$ cat config.mk
export PLATFORM = sky130hd
export DESIGN_NAME = tcs_top
export DESIGN_NICKNAME = d
export VERILOG_FILES = /design/src/tcs_pkg.sv /design/src/tcs_top.sv
export VERILOG_INCLUDE_DIRS = /design/src /design/src/src
export SDC_FILE = /design/constraint.sdc
export NUM_CORES = 1
export LEC_CHECK = 0
export BUFFER_PORTS_ARGS = -buffer_cell sky130_fd_sc_hd__buf_2
export CAP_MARGIN = 20
export CORE_UTILIZATION = 51
export CTS_BUF_LIST = sky130_fd_sc_hd__clkbuf_4 sky130_fd_sc_hd__clkbuf_8
export DETAILED_ROUTE_END_ITERATION = 6
export PLACE_DENSITY = 0.75
export SLEW_MARGIN = 20
export SYNTH_ARGS = -nofsm -noshare
export SYNTH_HDL_FRONTEND = slang
export SYNTH_SLANG_ARGS = --single-unit
$ cat constraint.sdc
create_clock -name mclk -period 1.81 [get_ports mclk]
set_input_delay 0.0905 -clock mclk [delete_from_list [all_inputs] [get_ports mclk]]
set_output_delay 0.0905 -clock mclk [all_outputs]
set_load 0.005 [all_outputs]
$ cat src/tcs_defs.svh
`ifndef TCS_DEFS_SVH
`define TCS_DEFS_SVH

// geometry
`define TCS_NCH 6
`define TCS_NIRQ 12
`define TCS_ADDR_W 8
// channels with direction and underflow support (1, 2, 4, 5)
`define TCS_PHASE_CH_MASK 6'h36

// register byte offsets: channel n at base + n * stride
`define TCS_STATUS_BASE 8'h00
`define TCS_ENABLE_BASE 8'h04
`define TCS_CH_STRIDE 8'h08
`define TCS_IRQ_STATUS 8'h30
`define TCS_IRQ_MASK 8'h34

// channel_status bit positions
`define TCS_BIT_DIR 7
`define TCS_BIT_RSV6 6
`define TCS_BIT_UNF 5
`define TCS_BIT_OVF 4
`define TCS_BIT_FB 1
`define TCS_BIT_FA 0
// enable register bit positions
`define TCS_BIT_IEB 1
`define TCS_BIT_IEA 0
// irq_status layout: overflow events low, underflow events above
`define TCS_IRQ_UNF_LSB 6

// reset value of the direction flags, and fixed read values of reserved bits
`define TCS_DIR_RESET 6'h3F
`define TCS_RSV_ONE 1'b1
`define TCS_RSV_ZERO 1'b0

`endif

$ cat src/tcs_pkg.sv
`include "tcs_defs.svh"

package tcs_pkg;

  typedef logic [`TCS_NCH-1:0] tcs_chv_type;

  typedef struct packed {
    logic waitrequest;
    logic [31:0] readdata;
    tcs_chv_type dir;
    tcs_chv_type unf;
    tcs_chv_type ovf;
    tcs_chv_type fa;
    tcs_chv_type fb;
    tcs_chv_type arm_unf;
    tcs_chv_type arm_ovf;
    tcs_chv_type arm_fa;
    tcs_chv_type arm_fb;
    tcs_chv_type ien_a;
    tcs_chv_type ien_b;
    tcs_chv_type req_a;
    tcs_chv_type req_b;
    logic [`TCS_NIRQ-1:0] ist;
    logic [`TCS_NIRQ-1:0] imask;
    logic irq;
  } tcs_state_type;

endpackage : tcs_pkg

$ cat src/tcs_top.sv
// The Avalon-MM register port and the address map are this design's own decisions.
`timescale 1ns/1ps
`include "tcs_defs.svh"

module tcs_top
  import tcs_pkg::*;
#(
  parameter int NCH = `TCS_NCH
)
(
  input wire logic mclk,
  input wire logic rst,
  input wire logic ce,
  input wire logic [`TCS_ADDR_W-1:0] avs_address,
  input wire logic avs_read,
  input wire logic avs_write,
  input wire logic [31:0] avs_writedata,
  input wire logic [3:0] avs_byteenable,
  output logic [31:0] avs_readdata,
  output logic avs_waitrequest,
  input wire logic [NCH-1:0] overflow_event,
  input wire logic [NCH-1:0] underflow_event,
  input wire logic [NCH-1:0] phase_mode,
  input wire logic [NCH-1:0] count_up,
  input wire logic [NCH-1:0] match_event_a,
  input wire logic [NCH-1:0] match_event_b,
  output logic [NCH-1:0] irq_request_a,
  output logic [NCH-1:0] irq_request_b,
  output logic irq
);

  if (NCH != `TCS_NCH)
  begin : g_nch_check
    $error("tcs_top: channel count must be six");
  end

  localparam logic [NCH-1:0] PHASE_CH = `TCS_PHASE_CH_MASK;

  tcs_state_type st_reg;
  tcs_state_type st_next;

  // a request is taken in two steps: accept, then complete
  logic bus_req;
  logic bus_done;
  logic rd_done;
  logic wr_done;
  logic wr_lane0;

  assign bus_req = avs_read | avs_write;
  assign bus_done = bus_req & ~st_reg.waitrequest;
  assign rd_done = avs_read & ~st_reg.waitrequest;
  assign wr_done = avs_write & ~st_reg.waitrequest;
  assign wr_lane0 = wr_done & avs_byteenable[0];

  function automatic logic [7:0] status_byte(
    input tcs_state_type s,
    input int ch
  );
    logic [7:0] v;
    v = 8'h00;
    // reserved direction bit reads 1 outside phase channels
    v[`TCS_BIT_DIR] = PHASE_CH[ch] ? s.dir[ch] : `TCS_RSV_ONE;
    v[`TCS_BIT_RSV6] = `TCS_RSV_ONE;
    v[`TCS_BIT_UNF] = PHASE_CH[ch] ? s.unf[ch] : `TCS_RSV_ZERO;
    v[`TCS_BIT_OVF] = s.ovf[ch];
    v[`TCS_BIT_FB] = s.fb[ch];
    v[`TCS_BIT_FA] = s.fa[ch];
    return v;
  endfunction : status_byte

  always_comb
  begin
    logic [7:0] sel_status;
    logic [7:0] sel_enable;
    logic [`TCS_NIRQ-1:0] ev;
    logic [`TCS_NIRQ-1:0] ist_clr;
    logic hit_s;
    logic hit_e;
    logic set_u;
    logic set_v;
    logic clr_u;
    logic clr_v;
    logic clr_a;
    logic clr_b;
    logic [31:0] rdv;
    sel_status = 8'h00;
    sel_enable = 8'h00;
    ev = '0;
    ist_clr = '0;
    hit_s = 1'b0;
    hit_e = 1'b0;
    set_u = 1'b0;
    set_v = 1'b0;
    clr_u = 1'b0;
    clr_v = 1'b0;
    clr_a = 1'b0;
    clr_b = 1'b0;
    rdv = 32'h0000_0000;
    st_next = st_reg;

    for (int ch = 0; ch < NCH; ch++)
    begin
      hit_s = (avs_address == 8'(`TCS_STATUS_BASE
        + ch * `TCS_CH_STRIDE));
      hit_e = (avs_address == 8'(`TCS_ENABLE_BASE
        + ch * `TCS_CH_STRIDE));
      if (hit_s)
      begin
        sel_status = status_byte(st_reg, ch);
      end
      if (hit_e)
      begin
        sel_enable[`TCS_BIT_IEB] = st_reg.ien_b[ch];
        sel_enable[`TCS_BIT_IEA] = st_reg.ien_a[ch];
      end

      if (PHASE_CH[ch])
      begin
        st_next.dir[ch] = count_up[ch];
      end

      set_u = PHASE_CH[ch] & phase_mode[ch] & underflow_event[ch];
      set_v = overflow_event[ch];
      ev[ch] = set_v;
      ev[`TCS_IRQ_UNF_LSB + ch] = set_u;

      // arm from the byte handed back, not the live flag: a flag set
      // during the wait cycle was never seen at 1 by software
      if (rd_done && hit_s)
      begin
        st_next.arm_unf[ch] = st_reg.readdata[`TCS_BIT_UNF];
        st_next.arm_ovf[ch] = st_reg.readdata[`TCS_BIT_OVF];
        st_next.arm_fa[ch] = st_reg.readdata[`TCS_BIT_FA];
        st_next.arm_fb[ch] = st_reg.readdata[`TCS_BIT_FB];
      end

      clr_u = wr_lane0 & hit_s & st_reg.arm_unf[ch]
        & ~avs_writedata[`TCS_BIT_UNF];
      clr_v = wr_lane0 & hit_s & st_reg.arm_ovf[ch]
        & ~avs_writedata[`TCS_BIT_OVF];
      clr_a = wr_lane0 & hit_s & st_reg.arm_fa[ch]
        & ~avs_writedata[`TCS_BIT_FA];
      clr_b = wr_lane0 & hit_s & st_reg.arm_fb[ch]
        & ~avs_writedata[`TCS_BIT_FB];

      // a set in the clearing cycle wins over the clear
      st_next.unf[ch] = set_u | (st_reg.unf[ch] & ~clr_u);
      st_next.ovf[ch] = set_v | (st_reg.ovf[ch] & ~clr_v);
      st_next.fa[ch] = match_event_a[ch] | (st_reg.fa[ch] & ~clr_a);
      st_next.fb[ch] = match_event_b[ch]
        | (st_reg.fb[ch] & ~clr_b);

      if (clr_u)
      begin
        st_next.arm_unf[ch] = 1'b0;
      end
      if (clr_v)
      begin
        st_next.arm_ovf[ch] = 1'b0;
      end
      if (clr_a)
      begin
        st_next.arm_fa[ch] = 1'b0;
      end
      if (clr_b)
      begin
        st_next.arm_fb[ch] = 1'b0;
      end

      if (wr_lane0 && hit_e)
      begin
        st_next.ien_b[ch] = avs_writedata[`TCS_BIT_IEB];
        st_next.ien_a[ch] = avs_writedata[`TCS_BIT_IEA];
      end
    end

    // requests follow the next flag and enable so they stay levels
    st_next.req_a = st_next.fa & st_next.ien_a;
    st_next.req_b = st_next.fb & st_next.ien_b;

    if (wr_done && avs_address == `TCS_IRQ_STATUS)
    begin
      ist_clr = avs_writedata[`TCS_NIRQ-1:0];
    end
    if (wr_done && avs_address == `TCS_IRQ_MASK)
    begin
      st_next.imask = avs_writedata[`TCS_NIRQ-1:0];
    end
    st_next.ist = ev | (st_reg.ist & ~ist_clr);
    st_next.irq = |(st_next.ist & st_next.imask);

    rdv[7:0] = sel_status | sel_enable;
    if (avs_address == `TCS_IRQ_STATUS)
    begin
      rdv[`TCS_NIRQ-1:0] = st_reg.ist;
    end
    if (avs_address == `TCS_IRQ_MASK)
    begin
      rdv[`TCS_NIRQ-1:0] = st_reg.imask;
    end

    // one wait cycle: data is latched on accept, stands while low
    if (bus_done)
    begin
      st_next.waitrequest = 1'b1;
    end
    else if (bus_req)
    begin
      st_next.waitrequest = 1'b0;
      st_next.readdata = avs_read ? rdv : 32'h0000_0000;
    end
  end

  always_ff @(posedge mclk)
  begin
    if (rst)
    begin
      st_reg <= '0;
      st_reg.waitrequest <= 1'b1;
      st_reg.dir <= `TCS_DIR_RESET;
    end
    else if (ce)
    begin
      st_reg <= st_next;
    end
  end

  assign avs_readdata = st_reg.readdata;
  assign avs_waitrequest = st_reg.waitrequest;
  assign irq_request_a = st_reg.req_a;
  assign irq_request_b = st_reg.req_b;
  assign irq = st_reg.irq;

  logic rd_s0;
  logic rd_s1;
  assign rd_s0 = rd_done && avs_address == `TCS_STATUS_BASE;
  assign rd_s1 = rd_done && avs_address == 8'(`TCS_STATUS_BASE
    + `TCS_CH_STRIDE);
  logic rd_s3;
  assign rd_s3 = rd_done && avs_address == 8'(`TCS_STATUS_BASE
    + 3 * `TCS_CH_STRIDE);

  AST_REQ_B: assert property (
    @(posedge mclk) disable iff (rst)
    irq_request_b == (st_reg.fb & st_reg.ien_b))
  else $error("request b differs from flag and enable");

  AST_REQ_A: assert property (
    @(posedge mclk) disable iff (rst)
    irq_request_a == (st_reg.fa & st_reg.ien_a))
  else $error("request a differs from flag and enable");

  AST_DIR_TRACK: assert property (
    @(posedge mclk) disable iff (rst)
    ce |=> st_reg.dir[1] == $past(count_up[1])
      && st_reg.dir[5] == $past(count_up[5]))
  else $error("direction flag does not follow count direction");

  AST_RSV_DIR: assert property (
    @(posedge mclk) disable iff (rst)
    rd_s0 |-> avs_readdata[`TCS_BIT_DIR] == 1'b1)
  else $error("reserved direction bit did not read one");

  AST_RSV6: assert property (
    @(posedge mclk) disable iff (rst)
    (rd_s0 || rd_s1) |-> avs_readdata[`TCS_BIT_RSV6] == 1'b1)
  else $error("bit six did not read one");

  AST_UNF_SET: assert property (
    @(posedge mclk) disable iff (rst)
    (ce && underflow_event[1] && phase_mode[1]) |=> st_reg.unf[1])
  else $error("underflow event did not set the flag");

  AST_UNF_HOLD: assert property (
    @(posedge mclk) disable iff (rst)
    (ce && !wr_done) |=> (st_reg.unf & $past(st_reg.unf))
      == $past(st_reg.unf))
  else $error("underflow flag fell without a write");

  AST_RSV_UNF: assert property (
    @(posedge mclk) disable iff (rst)
    rd_s0 |-> avs_readdata[`TCS_BIT_UNF] == 1'b0)
  else $error("reserved underflow bit did not read zero");

  AST_OVF_SET: assert property (
    @(posedge mclk) disable iff (rst)
    ce && |overflow_event |=> (st_reg.ovf & $past(overflow_event))
      == $past(overflow_event))
  else $error("overflow event did not set the flag");

  AST_OVF_HOLD: assert property (
    @(posedge mclk) disable iff (rst)
    (ce && !wr_done) |=> (st_reg.ovf & $past(st_reg.ovf))
      == $past(st_reg.ovf))
  else $error("overflow flag fell without a write");

  AST_FB_SET: assert property (
    @(posedge mclk) disable iff (rst)
    (ce && match_event_b[0]) |=> st_reg.fb[0])
  else $error("match event b did not set flag b");

  AST_REQ_LEVEL: assert property (
    @(posedge mclk) disable iff (rst)
    (ce && irq_request_a[0] && !wr_done) |=> irq_request_a[0])
  else $error("request a dropped without a write");

  AST_RSV_CH3: assert property (
    @(posedge mclk) disable iff (rst)
    rd_s3 |-> avs_readdata[`TCS_BIT_DIR] == 1'b1
      && avs_readdata[`TCS_BIT_UNF] == 1'b0)
  else $error("reserved bits of channel three read wrong");

  AST_UNF_WR1: assert property (
    @(posedge mclk) disable iff (rst)
    (ce && wr_done && avs_writedata[`TCS_BIT_UNF]) |=>
      (st_reg.unf & $past(st_reg.unf)) == $past(st_reg.unf))
  else $error("writing one cleared an underflow flag");

  AST_OVF_WR1: assert property (
    @(posedge mclk) disable iff (rst)
    (ce && wr_done && avs_writedata[`TCS_BIT_OVF]) |=>
      (st_reg.ovf & $past(st_reg.ovf)) == $past(st_reg.ovf))
  else $error("writing one cleared an overflow flag");

  AST_RST_VALUES: assert property (
    @(posedge mclk) disable iff (rst)
    $fell(rst) |-> st_reg.dir == `TCS_DIR_RESET && st_reg.unf == '0
      && st_reg.ovf == '0 && !irq)
  else $error("state after reset differs from reset values");

  AST_BUS_ANSWER: assert property (
    @(posedge mclk) disable iff (rst)
    (ce && bus_req && avs_waitrequest) |=> !avs_waitrequest)
  else $error("bus request not answered after one wait cycle");

endmodule : tcs_top

==> results of run 1 <==
-- worst min-delay path, stage by stage --
cell and delay, ns:
sky130_fd_sc_hd__buf_2 0.11, sky130_fd_sc_hd__nand3_1 0.11, sky130_fd_sc_hd__a21oi_1 0.07
-- worst max path at each step --
stage | slack, ns | to | cells past startpoint
after floorplan | 0.02 | st_reg[84]$_SDFFE_PP0P_ | 8
final | -0.04 | st_reg[77]$_SDFFE_PP0P_ | 8
after global placement | -0.19 | avs_readdata[0]$_SDFFE_PP0P_ | 9
after CTS | -0.01 | st_reg[83]$_SDFFE_PP0P_ | 8
after global routing | -0.08 | irq_request_a[1]$_SDFFE_PP0P_ | 7
after detailed placement | -0.21 | avs_readdata[0]$_SDFFE_PP0P_ | 9
-- cells by family after synthesis --
group | share of synthesized area [%]
xor+xnor | 0.146
mux | 7.18
simple gates | 26.9
compound gates | 19.4
flops | 36.7
other cells | 0.0624
buf+inv | 9.70
-- cell usage in the layout, fill, tap and decap left out, drive strengths merged, types with 4 or more instances in the layout --
master         n
nand3b        10
a21oi         88
nor2b          8
buf          185
dlygate4sd3   29
mux2i         42
a22oi         28
o31ai          4
o22ai          9
a311oi         8
clkbuf        14
o21ai         14
nand2        102
a211o          4
nor4           5
nor3          12
dfxtp        110
o211ai         4
or3           10
nand3         48
nor2          61
nand4         23
or2            9
conb          20
-- per-stage QoR --
step | setup TNS (ns) | cell area (µm²)
5_1_grt | -0.637 | 7530
6_report | -0.0934 | 7530
4_1_cts | -0.0247 | 7380
2_1_floorplan | 0 | 6080
3_5_place_dp | -5.19 | 6830
3_3_place_gp | -2.83 | 6830
-- layer usage --
metal / wire (µm) / track usage, %
met1: 7720 / 37.3
met2: 9190 / 52.1
met3: 1370 / 6.97
met4: 976 / 17.7
met5: 0 / 0
-- synthesized netlist by cell type (all sizes together), types with 5 or more instances --
master,count
nor4,5
buf,64
mux2i,42
or3,10
a22oi,28
nor3,12
nand2,102
nand3b,10
clkbuf,31
nand3,48
a311oi,8
or2,9
a21oi,88
nand4,23
nor2,61
o21ai,14
o22ai,9
nor2b,8
dfxtp,110
-- cell type report --
cell class	instances	area, µm²
fillers	983	3940
multi-input cells	552	3430
well taps	143	179
inverters	3	11.3
clock buffers	14	168
flip-flops and latches	110	2200
repair buffers	214	1510
clock inverters	2	17.5
-- power by group through the flow --
| stage | Combinational (mW) | Clock [mW] | Sequential, mW |
|---|---|---|---|
| finish | 0.595 | 1.46 | 2.53 |
| global route | 0.643 | 1.58 | 2.53 |
| CTS | 0.576 | 1.49 | 2.52 |
| detailed placement | 0.520 | 0 | 2.58 |
| global placement | 0.509 | 0 | 2.58 |
| floorplan | 0.310 | 0 | 2.56 |
-- what timing repair did --
action / 4_1_cts / 5_1_grt
resized for setup: 10 / 27
endpoints found under the hold margin: 36 / 0
endpoints found under the setup margin: 13 / 24
buffers inserted: 4 / 7
hold buffers: 29 / 0
pin swaps: 6 / 14
==> metrics, run 1 <==
outcome finished, violations left; violation count after the first detailed-route iteration 680; setup repair after global routing missed its margin yes; violations in the final reports setup timing; CP Capture Type flip-flop; Max Fclk 539 MHz; total wirelength of the detailed-routed design 19,300 µm; terminus of the critical flop-to-flop path st_reg[77]$_SDFFE_PP0P_; share of total power in the clock network 31.9%; pin count of the biggest net entering global routing 33; worst hold endpoint st_reg[24]$_SDFFE_PP0P_; primary flip-flop cell chosen by synthesis mapping sky130_fd_sc_hd__dfxtp_1; final count of hold timing violations 0; startpoint of the most critical hold path phase_mode[5]; die height 111 µm; global router's overall resource usage 31.3%; Slew Limit Fails 0; arrival time of data at the critical path endpoint 2.15 ns; setup slack of the most critical reg-to-reg path -0.04 ns; share of cells above drive strength 1 28.6%; fin crit period 1.85 ns; number of buffers on the longest clock path 2; global-route wire length before repair 30,500 µm; total power divided by cell area 609 mW/mm²; wire length per cell after detailed routing 18.5 µm; Yosys reg bits 110; hpwl dp 14,100 µm; minimum hold slack 0.0158 ns; post-synthesis cell area 0.00601 mm²; Final nets 975; clock tree skew after final layout 0.0153 ns; final weighted congestion in routability-driven placement 0.936; cts bufs inserted 9; post-route non-filler standard cell count 1,038; number of enable flip-flop cells after synthesis 0; max-cap violations 0; worst IR drop on VDD 777 µV; area inside the core boundary 0.0115 mm²; via count 6,310; die outline area 0.0122 mm²; transition time at the pin with the least slew margin 0.472 ns; largest cells by area after synthesis sky130_fd_sc_hd__dfxtp_1, sky130_fd_sc_hd__a21oi_1, sky130_fd_sc_hd__mux2i_1; max reg flops 84; proportion of power drawn by flip-flops and latches 55.1%; category of the critical setup timing path reg -> reg; number of warning messages in the yosys log 0; Min-Delay Path Depth 3; number of DRC violations after detailed routing 0; final core utilization 65.6%; Syn Area/Cell 8.11 µm²; startpoint of the worst-slack reg-to-reg timing path avs_waitrequest$_SDFFE_PP1P_; Switch Pwr 1.24 mW; Hold Crit Class in -> reg; unique cell type count in the Yosys netlist 66; depth of the most critical reg-to-reg path 8; Placement Setup Slack -0.209 ns; Crit path max-delay family simple AND/OR/NAND/NOR gates; CTS clock-pin slew for the worst setup and hold paths 0.10 ns; list of cells traversed by the critical path nand3b_1 > buf_6 > buf_6 > nor3_4 > nand3b_4 > or2_4 > a22oi_2 > nor2_1; count of standard-cell rows 39; maximum net fanout on the critical path 7; number of placed I/O pins 131; proportion of synthesized chip area in sequential cells 36.7%; remaining antenna violation count 0; required time of the critical path 2.10 ns; post-layout total power 4.59 mW; post-route fraction of the period consumed by the critical path 102%; number of antenna violations at the first check in global routing 0; startpoint of the worst setup timing path avs_waitrequest$_SDFFE_PP1P_; buffers plus inverters on the worst setup path 2; Via-to-Cell Ratio 6.08; share of Yosys cell area claimed by the top area cell type 36.7%; area growth from synthesis to layout 25.3%; Critical Path Start Type flip-flop; antenna diode instance count 0; slowest stage cell, crit path sky130_fd_sc_hd__dfxtp_2; clock insertion delay at the later pin of the skew report 0.40 ns; number of cells in the design after placement 985; Power Internal 3.34 mW; largest stage delay on the critical path 0.35 ns; sw frac 27.1%; Final setup viols 4; fraction of power consumed by combinational cells 13.0%; First-pass DRT Iterations 5; Chip Width 111 µm; number of H-tree branching levels 3; library cell occupying the most area in the post-synthesis netlist sky130_fd_sc_hd__dfxtp_1; final worst slack -0.0442 ns; number of buffers added on ports 81; reported leakage power 3.26 nW; TritonCTS clock tree done; Max-slew headroom 67.7%; Worst path most repeated cell sky130_fd_sc_hd__buf_6; cell chosen for the clock root sky130_fd_sc_hd__clkbuf_8; Initial Util 52.4%; proportion of synthesized flip-flops having asynchronous set or reset 0%; via count of the first global-routing pass 6,102; Synth Instances 741; clk sink count 110; total gr overflow 0
Power figures use the tool's default switching activity.
==> inputs of run 2 (changes only) <==
==> constraint.sdc (replaced) <==
create_clock -name mclk -period 1.81 [get_ports mclk]
set_input_delay 0.362 -clock mclk [delete_from_list [all_inputs] [get_ports mclk]]
set_output_delay 0.362 -clock mclk [all_outputs]
set_load 0.005 [all_outputs]
==> run 2 against run 1 <==
The flow still finishes with violations (setup timing). Non-clock buffer count decreased by 15. Critical path type unchanged. Via count decreased by 1.9%. Highest routed layer unchanged. Total power increased by 0.26%. Critical endpoint is now st_reg[81]$_SDFFE_PP0P_. Maximum frequency increased by 0.78%. Clock-buffer cell count decreased by 3. Die area unchanged. First-iteration DRC count decreased by 18%. Global-route usage decreased by 0.46 points. Cell area decreased by 1.1%. Sequential cell count unchanged.
==> metrics, run 2 (synthesis results as in run 1) <==
Via-to-Cell Ratio 6.06 (was 6.08); number of cells in the design after placement 991 (was 985); max reg flops 84 (unchanged); CTS clock-pin slew for the worst setup and hold paths 0.10 ns (about the same); commonest cells after routing, fill and taps aside sky130_fd_sc_hd__buf_4, sky130_fd_sc_hd__dfxtp_1, sky130_fd_sc_hd__nand2_1 (was sky130_fd_sc_hd__dfxtp_1, sky130_fd_sc_hd__buf_4, sky130_fd_sc_hd__nand2_1); reported leakage power 3.32 nW (was 3.26 nW); number of antenna violations at the first check in global routing 0 (unchanged); buffers plus inverters on the worst setup path 3 (was 2); die outline area 0.0122 mm² (unchanged); clock insertion delay at the later pin of the skew report 0.39 ns (was 0.40 ns); setup repair after global routing missed its margin yes (unchanged); largest stage delay on the critical path 0.36 ns (was 0.35 ns); Hold Crit Class in -> reg (unchanged); global router's overall resource usage 30.9% (was 31.3%); post-place instance area 0.00702 mm² (was 0.00683 mm²); final worst slack -0.0298 ns (was -0.0442 ns); number of H-tree branching levels 3 (unchanged); die height 111 µm (unchanged); via count 6,192 (was 6,310); hpwl dp 14,400 µm (was 14,100 µm); clock tree skew after final layout 0.0106 ns (was 0.0153 ns); First-pass DRT Iterations 6 (was 5); clk sink count 110 (unchanged); violation count after the first detailed-route iteration 557 (was 680); most common library cell in the layout ignoring fill and taps sky130_fd_sc_hd__buf_4 (was sky130_fd_sc_hd__dfxtp_1); count of standard-cell rows 39 (unchanged); Fill cells 960 (was 983); number of DRC violations after detailed routing 0 (unchanged); post-route non-filler standard cell count 1,021 (was 1,038); cell chosen for the clock root sky130_fd_sc_hd__clkbuf_8 (unchanged); Worst path most repeated cell sky130_fd_sc_hd__buf_6 (unchanged); share of cells above drive strength 1 29.8% (was 28.6%); number of buffers added on ports 81 (unchanged); Critical Path Start Type flip-flop (unchanged); total power divided by cell area 618 mW/mm² (was 609 mW/mm²); total gr overflow 0 (unchanged); maximum net fanout on the critical path 6 (was 7); remaining antenna violation count 0 (unchanged); global-route wire length before repair 29,800 µm (was 30,500 µm); list of cells traversed by the critical path nand3b_1 > buf_6 > buf_12 > nor3_4 > buf_6 > nand3b_4 > or2_1 > a22oi_2 > nor2_1 (was nand3b_1 > buf_6 > buf_6 > nor3_4 > nand3b_4 > or2_4 > a22oi_2 > nor2_1); antenna diode instance count 0 (unchanged); via count of the first global-routing pass 5,834 (was 6,102); number of buffers on the longest clock path 2 (unchanged); post-layout total power 4.60 mW (was 4.59 mW); fin crit period 1.84 ns (was 1.85 ns); total wirelength of the detailed-routed design 19,500 µm (was 19,300 µm); Initial Util 52.4% (unchanged); worst IR drop on VDD 720 µV (was 777 µV); violations in the final reports setup timing (unchanged); wire length per cell after detailed routing 19.1 µm (was 18.5 µm); required time of the critical path 2.09 ns (was 2.10 ns); arrival time of data at the critical path endpoint 2.12 ns (was 2.15 ns); category of the critical setup timing path reg -> reg (unchanged); pin count of the biggest net entering global routing 51 (was 33); area inside the core boundary 0.0115 mm² (unchanged); Slew Limit Fails 0 (unchanged); post-route fraction of the period consumed by the critical path 102% (about the same); cts bufs inserted 9 (unchanged); Final setup viols 6 (was 4); CP Capture Type flip-flop (unchanged); TritonCTS clock tree done (unchanged); Crit path max-delay family simple AND/OR/NAND/NOR gates (unchanged); slowest stage cell, crit path sky130_fd_sc_hd__dfxtp_2 (unchanged); Final Cell Area 0.00744 mm² (was 0.00753 mm²); final count of hold timing violations 0 (unchanged); Final nets 961 (was 975); Max Fclk 544 MHz (was 539 MHz); outcome finished, violations left (unchanged); number of placed I/O pins 131 (unchanged); Chip Width 111 µm (unchanged); max-cap violations 0 (unchanged); area growth from synthesis to layout 23.8% (was 25.3%); final weighted congestion in routability-driven placement 0.929 (was 0.936)
run 2: cell count changes in the layout (fill, tap and decap cells not counted), sizes merged:
cell / change
dlygate4sd3: -29
buf: +14
clkbuf: -3
bufinv: +1
clkinv: -1
nand3: +1
run 2: timing repair:
action                                  in CTS  in global routing
endpoints found under the setup margin      17                 44
pin swaps                                    2                  7
gates cloned                                 0                  1
hold buffers                                 0                  0
setup buffers                                1                 15
gates resized for setup                      4                 17
run 2: final timing paths:
kind	startpoint	end	slack, ns	cells past startpoint
worst min register to register	avs_readdata[7]$_SDFFE_PP0P_	avs_readdata[7]$_SDFFE_PP0P_	0.46	1
worst max-delay path	avs_waitrequest$_SDFFE_PP1P_	st_reg[81]$_SDFFE_PP0P_	-0.03	9
worst max register to register	avs_waitrequest$_SDFFE_PP1P_	st_reg[81]$_SDFFE_PP0P_	-0.03	9
worst min-delay path	count_up[1]	st_reg[98]$_SDFFE_PP1P_	0.18	2
run 2: where the power goes:
part	total, mW	switching, mW	internal, mW
sequential	2.53	0.0561	2.47
clock	1.50	0.827	0.670
combinational	0.570	0.334	0.235
run 2: layout make-up:
cell class / instances / area, µm² / area share [%]
multi-input combinational: 553 / 3480 / 46.7
sequential: 110 / 2200 / 29.6
timing repair buffer: 199 / 1390 / 18.7
tap: 143 / 179 / 2.40
clock buffer: 11 / 145 / 1.95
clock inverter: 2 / 35.0 / 0.471
inverter: 3 / 11.3 / 0.151
run 2: metrics by stage:
step                worst slack, ns  hold slack (ns)  TNS (ns)  utilization [%]
global placement             -0.379            0.440    -20.14             61.2
detailed placement           -0.394            0.442    -23.16             61.2
finish                      -0.0298            0.177   -0.0846             64.9
floorplan                    -0.218            0.427     -4.40                -
CTS                        0.000786            0.167         0             63.0
global route                -0.0881            0.173     -1.26             64.9
run 2: routing by layer:
layer  GRT usage [%]  routed length [µm]  part of all wire (%)
met1            37.6                7660                    39
met2            50.9                9230                    47
met3            6.31                1590                   8.2
met4            17.1                 985                   5.1
met5               0                   0                     0
==> inputs of run 3 (changes only) <==
--- a/config.mk
+++ b/config.mk
@@ -8,10 +8,10 @@
 export LEC_CHECK = 0
 export BUFFER_PORTS_ARGS = -buffer_cell sky130_fd_sc_hd__buf_2
 export CAP_MARGIN = 20
-export CORE_UTILIZATION = 51
+export CORE_UTILIZATION = 61
 export CTS_BUF_LIST = sky130_fd_sc_hd__clkbuf_4 sky130_fd_sc_hd__clkbuf_8
 export DETAILED_ROUTE_END_ITERATION = 6
-export PLACE_DENSITY = 0.75
+export PLACE_DENSITY = 0.84
 export SLEW_MARGIN = 20
 export SYNTH_ARGS = -nofsm -noshare
 export SYNTH_HDL_FRONTEND = slang
==> constraint.sdc (replaced) <==
create_clock -name mclk -period 2.2 [get_ports mclk]
set_input_delay 0.44 -clock mclk [delete_from_list [all_inputs] [get_ports mclk]]
set_output_delay 0.44 -clock mclk [all_outputs]
set_load 0.005 [all_outputs]
==> run 3 against run 2 <==
The run ends with DRC left. Clock skew rose by 0.0040 ns. Total power decreased by 18%. Via count shrank 0.15%. Non-clock buffer count fell by 34. Maximum frequency decreased by 14%. Global-route usage up 6.2 points. Combinational power fell by 25%. Wire length down 5.9%. Clock power down 15%. Worst hold slack improved by 0.086 ns. Clock-buffer cell count down 2. Core utilization increased by 9.1 points. Highest routed layer unchanged.
==> metrics, run 3 (synthesis results as in run 1) <==
outcome finished, violations left (unchanged); violations in the final reports DRC (was setup timing); Switch Pwr 1.03 mW (was 1.22 mW); First-pass DRT Iterations 7 (was 6); Chip Width 101 µm (was 111 µm); worst IR drop on VDD 381 µV (was 720 µV); number of H-tree branching levels 3 (unchanged); Final setup viols 0 (was 6); die height 101 µm (was 111 µm); area inside the core boundary 0.00937 mm² (was 0.0115 mm²); cts-stage hold buffer count 0 (unchanged); max-cap violations 0 (unchanged); number of buffers on the longest clock path 2 (unchanged); Max Fclk 468 MHz (was 544 MHz); TritonCTS clock tree done (unchanged); clk sink count 110 (unchanged); number of placed I/O pins 131 (unchanged); minimum hold slack 0.263 ns (was 0.177 ns); CP Capture Type flip-flop (unchanged); global-route wire length before repair 29,300 µm (was 29,800 µm); number of buffers added on ports 81 (unchanged); final weighted congestion in routability-driven placement 0.954 (was 0.929); cts bufs inserted 9 (unchanged); most common library cell in the layout ignoring fill and taps sky130_fd_sc_hd__dfxtp_1 (was sky130_fd_sc_hd__buf_4); Placement Setup Slack -0.155 ns (was -0.394 ns); remaining antenna violation count 0 (unchanged); antenna diode instance count 0 (unchanged); wire length per cell after detailed routing 18.8 µm (was 19.1 µm); final worst slack 0.0650 ns (was -0.0298 ns); post-place instance area 0.00673 mm² (was 0.00702 mm²); proportion of power drawn by flip-flops and latches 55.0% (about the same); clock insertion delay at the later pin of the skew report 0.38 ns (was 0.39 ns); Final Cell Area 0.00694 mm² (was 0.00744 mm²); total gr overflow 0 (unchanged); category of the critical setup timing path reg -> reg (unchanged); clock tree skew after final layout 0.0145 ns (was 0.0106 ns); post-route fraction of the period consumed by the critical path 97.0% (was 102%); final count of hold timing violations 0 (unchanged); max reg flops 84 (unchanged); required time of the critical path 2.46 ns (was 2.09 ns); setup repair after global routing missed its margin no (was yes); area growth from synthesis to layout 15.5% (was 23.8%); Max-slew headroom 64.8%; sw frac 27.2% (was 26.5%); global router's overall resource usage 37.1% (was 30.9%); number of antenna violations at the first check in global routing 0 (unchanged); total power divided by cell area 544 mW/mm² (was 618 mW/mm²); post-route non-filler standard cell count 975 (was 1,021); fin crit period 2.13 ns (was 1.84 ns); post-CTS setup repair buffer count 0 (was 1); count of standard-cell rows 35 (was 39); Power Internal 2.75 mW (was 3.38 mW); fraction of power consumed by combinational cells 11.4% (was 12.4%); Critical Path Start Type flip-flop (unchanged); hpwl dp 13,500 µm (was 14,400 µm); reported leakage power 2.93 nW (was 3.32 nW); maximum net fanout on the critical path 7 (was 6); commonest cells after routing, fill and taps aside sky130_fd_sc_hd__dfxtp_1, sky130_fd_sc_hd__nand2_1, sky130_fd_sc_hd__a21oi_1 (was sky130_fd_sc_hd__buf_4, sky130_fd_sc_hd__dfxtp_1, sky130_fd_sc_hd__nand2_1); Slew Limit Fails 0 (unchanged); Via-to-Cell Ratio 6.34 (was 6.06); violation count after the first detailed-route iteration 586 (was 557); via count 6,183 (was 6,192); transition time at the pin with the least slew margin 0.514 ns; Final nets 926 (was 961); die outline area 0.0103 mm² (was 0.0122 mm²); pin count of the biggest net entering global routing 72 (was 51); share of total power in the clock network 33.6% (was 32.6%); cell chosen for the clock root sky130_fd_sc_hd__clkbuf_8 (unchanged); CTS clock-pin slew for the worst setup and hold paths 0.11 ns (was 0.10 ns); Initial Util 64.1% (was 52.4%); arrival time of data at the critical path endpoint 2.39 ns (was 2.12 ns); Hold Crit Class in -> reg (unchanged); via count of the first global-routing pass 5,975 (was 5,834); share of cells above drive strength 1 24.9% (was 29.8%); number of DRC violations after detailed routing 8 (was 0); Resized cells post-CTS 0 (was 4); final core utilization 74.0% (was 64.9%); number of cells in the design after placement 959 (was 991); total wirelength of the detailed-routed design 18,300 µm (was 19,500 µm)
run 3: final cells by class:
cell class,count,area [µm²]
Clock buffer,9,124
Clock inverter,7,80.1
Fill cell,759,2430
Inverter,3,11.3
Multi-Input combinational cell,552,3290
Sequential cell,110,2200
Tap cell,129,161
Timing Repair Buffer,165,1060
run 3: power by group through the flow:
stage | clock, mW | combinational, mW | sequential [mW]
after floorplan | 0 | 0.255 | 2.11
after global placement | 0 | 0.401 | 2.12
after detailed placement | 0 | 0.416 | 2.12
after CTS | 1.28 | 0.418 | 2.07
after global routing | 1.36 | 0.462 | 2.08
final | 1.27 | 0.429 | 2.08
run 3: per-layer routing:
metal / vias up / share of wire, % / global-route usage [%]
li1: 2810 / - / -
met4: 0 / 5.3 / 23.1
met1: 2905 / 38 / 44.5
met3: 77 / 8.6 / 5.45
met5: - / 0 / 0
met2: 391 / 48 / 62.7
run 3: worst max-delay path: stages, from the launching register on:
cell and delay (ns):
sky130_fd_sc_hd__dfxtp_1 0.37, sky130_fd_sc_hd__nand3b_1 0.39, sky130_fd_sc_hd__buf_4 0.32, sky130_fd_sc_hd__nor3_4 0.32, sky130_fd_sc_hd__nand3b_2 0.15, sky130_fd_sc_hd__or2_1 0.26
sky130_fd_sc_hd__a22oi_2 0.14, sky130_fd_sc_hd__nor2_1 0.06
run 3: path summary, 6_finish.rpt:
check	startpoint	to	slack (ns)	cells past startpoint
worst max register to register	avs_waitrequest$_SDFFE_PP1P_	st_reg[75]$_SDFFE_PP0P_	0.07	7
worst min register to register	irq_request_a[1]$_SDFFE_PP0P_	irq_request_a[1]$_SDFFE_PP0P_	0.46	2
worst min-delay path	avs_writedata[9]	st_reg[22]$_SDFFE_PP0P_	0.26	2
worst max-delay path	avs_waitrequest$_SDFFE_PP1P_	st_reg[75]$_SDFFE_PP0P_	0.07	7
run 3: metrics by stage:
step / power (mW) / setup TNS [ns]
2_1_floorplan: 2.36 / 0
5_1_grt: 3.91 / 0
3_3_place_gp: 2.52 / -0.522
4_1_cts: 3.78 / 0
3_5_place_dp: 2.54 / -1.61
6_report: 3.78 / 0
